[src/verilog/iosd_pkg.sv]
// constants, types and register map of the peripheral register space decoder
// Functional notes
// port path uses 6-bit addresses 0x00-0x3F
// data-space address equals port address plus 0x20
// ports 0x00-0x1F take single-bit set/clear
// low ports offer single-bit test for skipping
// extended 0x60-0xFF reached by load/store only
// every location readable and writable by load/store
// status flags clear on one, zero ignored
// bit set/clear touches only the addressed bit
// software writes zero into reserved bits
// software never writes reserved addresses
// three 8-bit scratch stores, reset to zero
// low scratch store supports bit set/clear/test
// unmapped reads zero, unmapped writes ignored
package iosd_pkg;

  // ==========================================================================
  // address space
  localparam int unsigned    PORT_AW     = 6;
  localparam int unsigned    DATA_AW     = 8;
  localparam int unsigned    BIT_AW      = 5;
  localparam logic [7:0]     IO_DATA_OFS = 8'h20;
  localparam logic [7:0]     IO_DATA_TOP = 8'h5f;
  localparam logic [7:0]     EXT_LO      = 8'h60;

  // ==========================================================================
  // register map: port addresses, extended data address
  localparam logic [5:0]     FLAGS_PORT  = 6'h1c;
  localparam logic [5:0]     STORE0_PORT = 6'h1e;
  localparam logic [5:0]     STORE1_PORT = 6'h2a;
  localparam logic [5:0]     STORE2_PORT = 6'h2b;
  localparam logic [7:0]     CTRL_DATA   = 8'h60;

  // ==========================================================================
  // reset values
  localparam logic [7:0]     STORE_RST   = 8'h00;
  localparam logic [7:0]     FLAGS_RST   = 8'h00;
  localparam logic [7:0]     CTRL_RST    = 8'h00;
  localparam logic [7:0]     RDATA_RST   = 8'h00;

  // ==========================================================================
  // types
  typedef enum logic [2:0] {
    IOSD_NONE   = 3'b000,
    IOSD_STORE0 = 3'b001,
    IOSD_STORE1 = 3'b010,
    IOSD_STORE2 = 3'b011,
    IOSD_FLAGS  = 3'b100,
    IOSD_CTRL   = 3'b101
  } iosd_reg_t;

  typedef struct packed {
    logic       rd;
    logic       wr;
    logic [7:0] addr;
    logic [7:0] wdata;
  } iosd_data_req_t;

  typedef struct packed {
    logic       rd;
    logic       wr;
    logic [5:0] addr;
    logic [7:0] wdata;
  } iosd_port_req_t;

  typedef struct packed {
    logic       set;
    logic       clr;
    logic       test;
    logic [4:0] addr;
    logic [2:0] idx;
  } iosd_bit_req_t;

endpackage : iosd_pkg

[src/verilog/iosd_decoder.sv]
// peripheral register space decoder with scratch, flag and control registers
`timescale 1ns/1ps
module iosd_decoder (
  input  wire logic                    clk_i,
  input  wire logic                    rst_n_i,
  input  wire iosd_pkg::iosd_data_req_t data_req_i,
  input  wire iosd_pkg::iosd_port_req_t port_req_i,
  input  wire iosd_pkg::iosd_bit_req_t  bit_req_i,
  input  wire logic [7:0]              flag_evt_i,
  output logic [7:0]                   rdata_o,
  output logic                         rvalid_o,
  output logic                         test_bit_o,
  output logic                         test_valid_o,
  output logic [7:0]                   flags_o,
  output logic [7:0]                   ctrl_o
);

  // ==========================================================================
  // address helpers
  function automatic logic [7:0] port_to_data(input logic [5:0] pa);
    port_to_data = {2'b00, pa} + iosd_pkg::IO_DATA_OFS;
  endfunction : port_to_data

  function automatic iosd_pkg::iosd_reg_t decode(input logic [7:0] da);
    if (da == port_to_data(iosd_pkg::STORE0_PORT)) begin
      decode = iosd_pkg::IOSD_STORE0;
    end else if (da == port_to_data(iosd_pkg::STORE1_PORT)) begin
      decode = iosd_pkg::IOSD_STORE1;
    end else if (da == port_to_data(iosd_pkg::STORE2_PORT)) begin
      decode = iosd_pkg::IOSD_STORE2;
    end else if (da == port_to_data(iosd_pkg::FLAGS_PORT)) begin
      decode = iosd_pkg::IOSD_FLAGS;
    end else if (da == iosd_pkg::CTRL_DATA) begin
      decode = iosd_pkg::IOSD_CTRL;
    end else begin
      decode = iosd_pkg::IOSD_NONE;
    end
  endfunction : decode

  // ==========================================================================
  // storage
  logic [7:0] store_q [3];
  logic [7:0] flags_q;
  logic [7:0] ctrl_q;
  logic [7:0] rdata_q;
  logic       rvalid_q;
  logic       test_bit_q;
  logic       test_valid_q;

  // ==========================================================================
  // access merge: data space first, then port path, then bit operations;
  // the core issues one access a cycle, so the order only settles misuse
  logic       acc_rd;
  logic       acc_wr;
  logic [7:0] acc_addr;
  logic [7:0] acc_wdata;
  logic       op_set;
  logic       op_clr;
  logic       op_test;
  logic [7:0] bit_mask;

  always_comb begin
    acc_rd    = 1'b0;
    acc_wr    = 1'b0;
    acc_addr  = 8'h00;
    acc_wdata = 8'h00;
    op_set    = 1'b0;
    op_clr    = 1'b0;
    op_test   = 1'b0;
    bit_mask  = 8'h00;
    if (data_req_i.rd || data_req_i.wr) begin
      // the full 0x00-0xff data space, extended region included
      acc_rd    = data_req_i.rd;
      acc_wr    = data_req_i.wr;
      acc_addr  = data_req_i.addr;
      acc_wdata = data_req_i.wdata;
    end else if (port_req_i.rd || port_req_i.wr) begin
      // six address bits cannot reach past data address 0x5f
      acc_rd    = port_req_i.rd;
      acc_wr    = port_req_i.wr;
      acc_addr  = port_to_data(port_req_i.addr);
      acc_wdata = port_req_i.wdata;
    end else if (bit_req_i.set || bit_req_i.clr || bit_req_i.test) begin
      // five address bits keep bit operations inside ports 0x00-0x1f
      acc_addr = port_to_data({1'b0, bit_req_i.addr});
      op_set   = bit_req_i.set;
      op_clr   = bit_req_i.clr && !bit_req_i.set;
      op_test  = bit_req_i.test && !bit_req_i.set && !bit_req_i.clr;
      bit_mask = 8'h01 << bit_req_i.idx;
    end
  end

  iosd_pkg::iosd_reg_t sel;
  logic [7:0]          cur;

  always_comb begin
    sel = decode(acc_addr);
    case (sel)
      iosd_pkg::IOSD_STORE0: cur = store_q[0];
      iosd_pkg::IOSD_STORE1: cur = store_q[1];
      iosd_pkg::IOSD_STORE2: cur = store_q[2];
      iosd_pkg::IOSD_FLAGS:  cur = flags_q;
      iosd_pkg::IOSD_CTRL:   cur = ctrl_q;
      default:               cur = 8'h00;
    endcase
  end

  // ==========================================================================
  // value written to an ordinary register: a bit operation rewrites only the
  // selected bit from the value held in this same cycle
  logic [7:0] rmw_val;

  always_comb begin
    if (op_set) begin
      rmw_val = cur | bit_mask;
    end else if (op_clr) begin
      rmw_val = cur & ~bit_mask;
    end else begin
      rmw_val = acc_wdata;
    end
  end

  logic any_write;
  assign any_write = acc_wr || op_set || op_clr;

  // ==========================================================================
  // scratch stores
  logic [1:0] store_idx;
  logic       store_hit;

  always_comb begin
    store_hit = 1'b1;
    case (sel)
      iosd_pkg::IOSD_STORE0: store_idx = 2'd0;
      iosd_pkg::IOSD_STORE1: store_idx = 2'd1;
      iosd_pkg::IOSD_STORE2: store_idx = 2'd2;
      default: begin
        store_idx = 2'd0;
        store_hit = 1'b0;
      end
    endcase
  end

  always_ff @(posedge clk_i or negedge rst_n_i) begin
    if (!rst_n_i) begin
      for (int i = 0; i < 3; i++) begin
        store_q[i] <= iosd_pkg::STORE_RST;
      end
    end else if (any_write && store_hit) begin
      store_q[store_idx] <= rmw_val;
    end
  end

  // ==========================================================================
  // status flags: hardware sets, a written one clears; a bit set operation
  // writes a one to its bit only, so neighbouring flags survive it
  logic [7:0] flag_clr;

  always_comb begin
    flag_clr = 8'h00;
    if (sel == iosd_pkg::IOSD_FLAGS) begin
      if (acc_wr) begin
        flag_clr = acc_wdata;
      end else if (op_set) begin
        flag_clr = bit_mask;
      end
    end
  end

  always_ff @(posedge clk_i or negedge rst_n_i) begin
    if (!rst_n_i) begin
      flags_q <= iosd_pkg::FLAGS_RST;
    end else begin
      // a new event in the clearing cycle is kept
      flags_q <= (flags_q & ~flag_clr) | flag_evt_i;
    end
  end

  // ==========================================================================
  // extended control register, out of reach of the port path
  always_ff @(posedge clk_i or negedge rst_n_i) begin
    if (!rst_n_i) begin
      ctrl_q <= iosd_pkg::CTRL_RST;
    end else if (acc_wr && sel == iosd_pkg::IOSD_CTRL) begin
      ctrl_q <= acc_wdata;
    end
  end

  // ==========================================================================
  // read answer, one cycle after the request
  always_ff @(posedge clk_i or negedge rst_n_i) begin
    if (!rst_n_i) begin
      rdata_q  <= iosd_pkg::RDATA_RST;
      rvalid_q <= 1'b0;
    end else begin
      rvalid_q <= acc_rd;
      if (acc_rd) begin
        rdata_q <= cur;
      end
    end
  end

  // ==========================================================================
  // bit test answer; the core decides skip-if-one or skip-if-zero itself
  always_ff @(posedge clk_i or negedge rst_n_i) begin
    if (!rst_n_i) begin
      test_bit_q   <= 1'b0;
      test_valid_q <= 1'b0;
    end else begin
      test_valid_q <= op_test;
      if (op_test) begin
        test_bit_q <= |(cur & bit_mask);
      end
    end
  end

  // ==========================================================================
  // outputs
  assign rdata_o      = rdata_q;
  assign rvalid_o     = rvalid_q;
  assign test_bit_o   = test_bit_q;
  assign test_valid_o = test_valid_q;
  assign flags_o      = flags_q;
  assign ctrl_o       = ctrl_q;

endmodule : iosd_decoder

[config.mk]
export PLATFORM = sky130hd
export DESIGN_NAME = iosd_decoder
export DESIGN_NICKNAME = d
export VERILOG_FILES = /design/src/verilog/iosd_pkg.sv /design/src/verilog/iosd_decoder.sv
export SDC_FILE = /design/constraint.sdc
export NUM_CORES = 1
export LEC_CHECK = 0
export ABC_AREA = 1
export BUFFER_PORTS_ARGS = -buffer_cell sky130_fd_sc_hd__buf_2
export CAP_MARGIN = 30
export CORE_UTILIZATION = 35
export DETAILED_ROUTE_END_ITERATION = 12
export HOLD_SLACK_MARGIN = 0.03
export PLACE_DENSITY = 0.55
export SLEW_MARGIN = 20
export SYNTH_ARGS = -nofsm -noshare
export SYNTH_HDL_FRONTEND = slang
export SYNTH_SLANG_ARGS = --single-unit
export TNS_END_PERCENT = 50
[constraint.sdc]
create_clock -name clk_i -period 2.1 [get_ports clk_i]
set_input_delay 0.315 -clock clk_i [delete_from_list [all_inputs] [get_ports clk_i]]
set_output_delay 0.315 -clock clk_i [all_outputs]
set_load 0.03 [all_outputs]
==> results by group <==
Run status
  – Status: finished, final reports clean

Power
  – Sequential Power Share: 43.1%
  – P_leak: 0.00250 uW
  – Net Sw Frac: 31.3%
  – Power Density: 546 mW/mm2
  – Worst VDD drop: 0.353 mV
  – Clock power frac: 34.3%
  – Final total power: 2540 uW
  – Net Sw Power: 795 uW
  – Comb pwr share: 22.6%
  – Internal Power: 1750 uW

Place
  – Dpl hpwl: 9260 um
  – RePlAce Congestion: 0.948
  – Port bufs: 81

Finish
  – Most frequent cells in the layout: nand2_1 (135), buf_2 (81), buf_4 (64), nand3_1 (55), inv_1 (52)
  – Synth-to-Final Area Change: 41.8%
  – Fill cell count: 878
  – Diode count: 0
  – Share of layout cells above drive strength 1: 34.6%
  – # nets final: 681
  – Core Util, Final: 52.4%
  – Most common cell after layout, fill and taps aside: nand2_1

Floorplan
  – Ports: 82
  – Die height: 98.9 um
  – DIE WIDTH: 98.9 um
  – Die Area: 0.00978 mm2
  – Core ar.: 0.00889 mm2
  – Cell Rows: 34
  – Initial Utilization: 37.0%

Timing
  – Layout Skew: 0.0147 ns
  – Setup violators final: 0
  – Fin crit share: 95.7%
  – Unrepaired setup endpoints after global routing: yes
  – Final min period: 2.01 ns
  – Worst relative slew slack: 58.5%
  – Fin. max-slew vios: 0
  – Fmax: 498 MHz
  – Worst Tran Pin Value: 0.622 ns
  – Final hold viol count: 0

Clocking
  – CTS Buf Count: 5
  – TritonCTS Sinks: 51
  – Clk buf depth: 2
  – H-tree levels: 2
  – Clock latency at the later pin of the worst-skew pair: 0.32 ns
  – CTS tree: done
  – CTS clk-pin slew, worst paths: 0.11 ns
  – Clk root buf: clkbuf_8

Worst setup path
  – Crit start category: input pin
  – Worst-path cell chain: buf_2, inv_1, nand2_4, nand3_1, nand2_1, inv_1, nand2_2, nand2_1, nor2_4, buf_12, nand3_1, nand2_1, nor2_1, nand2_1, a21boi_1, buf_4, nand2_1, o21a_1
  – Crit path DAT: 2.22 ns
  – R2R cell count: 8
  – CP max FO: 9
  – CP max stage delay: 0.19 ns
  – CP endpoint kind: register
  – Worst Path Required: 2.31 ns
  – CP max stage cell: a21boi_1
  – Most used cell, CP: nand2_1
  – FF-to-FF Start: ctrl_o[1]
  – WS Path Type: input pin to register
  – Setup crit start: port_req_i[15]

Detailed routing
  – WL final: 11,700 um
  – Wire per inst: 15.9 um
  – Via density: 4.98
  – Met3 Routed Length: 506 um
  – Post-route ant nets: 0
  – Metal-1 WL: 5290 um
  – Top Metal Used: met4
  – Length of routed met2 wiring: 5680 um
  – DRC Markers: 0
  – 1st-pass router iterations: 4
  – First DRT Iteration DRCs: 186
  – Routed vias: 3,663

Global routing
  – First-pass GRT wire length: 18,600 um
  – Largest net degree at the start of global routing: 30
  – Initial antenna violation count: 0
  – GR Util All Layers: 24.9%
  – Vias in the first global route: 3,645
  – Total gr overflow: 0

Worst hold path
  – Hold depth: 2
  – HP Start: flag_evt_i[5]
  – Tightest Hold Check Type: input pin to register

Synthesis
  – Post-Synthesis Mean Instance Area: 6.86 um2
  – Synth Register Bits: 51
  – Most common flop cell mapped by yosys: dfrtp_1
  – Count of cell types in the netlist: 36
  – Synthesized instance count: 479
  – Synthesized Nets: 534
  – Number of synthesized flops with an enable pin: 0
  – Yosys warnings: 0
  – Seq/Total Area, Yosys: 38.8%
  – Synth async-reset ratio: 100%
  – Mapped cell area: 0.00329 mm2

Flow run
  – Max-Cap Viols: 0
-- sequential cells by signal (all words and copies together) (netlist names) --
| register | flops |
|---|---|
| test_valid_o | 1 |
| store_q | 24 |
| flags_o | 8 |
| test_bit_o | 1 |
| rvalid_o | 1 |
| ctrl_o | 8 |
| rdata_o | 8 |
-- worst max-delay path: cells and delay by family --
| kind | cells | cell delay, ns |
|---|---|---|
| AND/OR/NAND/NOR | 11 | 1.00 |
| buffers and inverters | 5 | 0.59 |
| AO/OA/AOI/OAI | 2 | 0.28 |
-- synthesized netlist by cell type, types with 7 or more instances --
master	instances	share of area, %
nand2_1	147	17
nand3_1	57	8.7
inv_1	56	6.4
dfrtp_1	51	39
nor2_1	46	5.3
o21ai_0	18	2.7
o21ai_1	11	1.7
o22ai_1	10	1.9
a21o_1	8	1.8
a31oi_1	8	1.5
nand2_2	8	1.5
nor2_2	7	1.3
-- area by class of cell --
type / instances / area [um2] / area share (%)
Tap cell: 108 / 135 / 2.90
Clock inverter: 3 / 71.3 / 1.53
Clock buffer: 5 / 68.8 / 1.48
Sequential cell: 51 / 1280 / 27.4
Timing Repair Buffer: 153 / 1000 / 21.5
Inverter: 60 / 225 / 4.83
Multi-Input combinational cell: 355 / 1880 / 40.4
-- power groups by stage --
stage / combinational [uW] / clock, uW / sequential [uW]
final: 574 / 872 / 1100
after global routing: 632 / 928 / 1100
after global placement: 519 / 0 / 1120
after CTS: 533 / 895 / 1100
after floorplan: 233 / 0 / 1160
after detailed placement: 526 / 0 / 1120
-- final timing paths --
path | end | slack [ns]
worst max-delay path | store_q[1] | 0.09
worst min-delay path | flags_o[5] | 0.16
worst max register to register | store_q[1] | 0.58
worst min register to register | store_q[23] | 0.50
max in group asynchronous | store_q[1] | 0.99
min in group asynchronous | test_valid_o | 0.53
-- logic make-up (layout without fill, tap and decap cells) --
group | count (synthesis) | after routing | synth area share (%)
flip-flops | 51 | 51 | 38.8
AO/OA/AOI/OAI | 74 | 74 | 13.8
AND/OR/NAND/NOR | 281 | 281 | 37.8
buffers and inverters | 73 | 221 | 9.56
-- metal layers --
layer  track usage [%]  vias up
met5                 0        -
met4              7.81        0
met3              3.19       17
met2              42.3      100
met1              32.8     1700
li1                  -     1846
-- per-stage QoR --
stage          area, um2  setup slack, ns  hold WS [ns]  std cells  setup TNS [ns]
6_report            4660           0.0910         0.159        735               0
5_1_grt             4660          -0.0671         0.165        735          -0.480
4_1_cts             4410         -0.00954         0.148        728         -0.0158
3_5_place_dp        4230           -0.379         0.359        717           -9.07
3_3_place_gp        4230           -0.352         0.339        717           -6.47
2_1_floorplan       3290            0.207        0.0194        479               0
-- what timing repair did --
| item | in CTS | in global routing |
|---|---|---|
| pin swaps | 1 | 14 |
| buffers inserted | 2 | 7 |
| endpoints found under the setup margin | 5 | 29 |
| resized for setup | 3 | 53 |
| hold endpoints to repair | 22 | 0 |
| hold buffers | 1 | 0 |
Power figures use the tool's default switching activity.
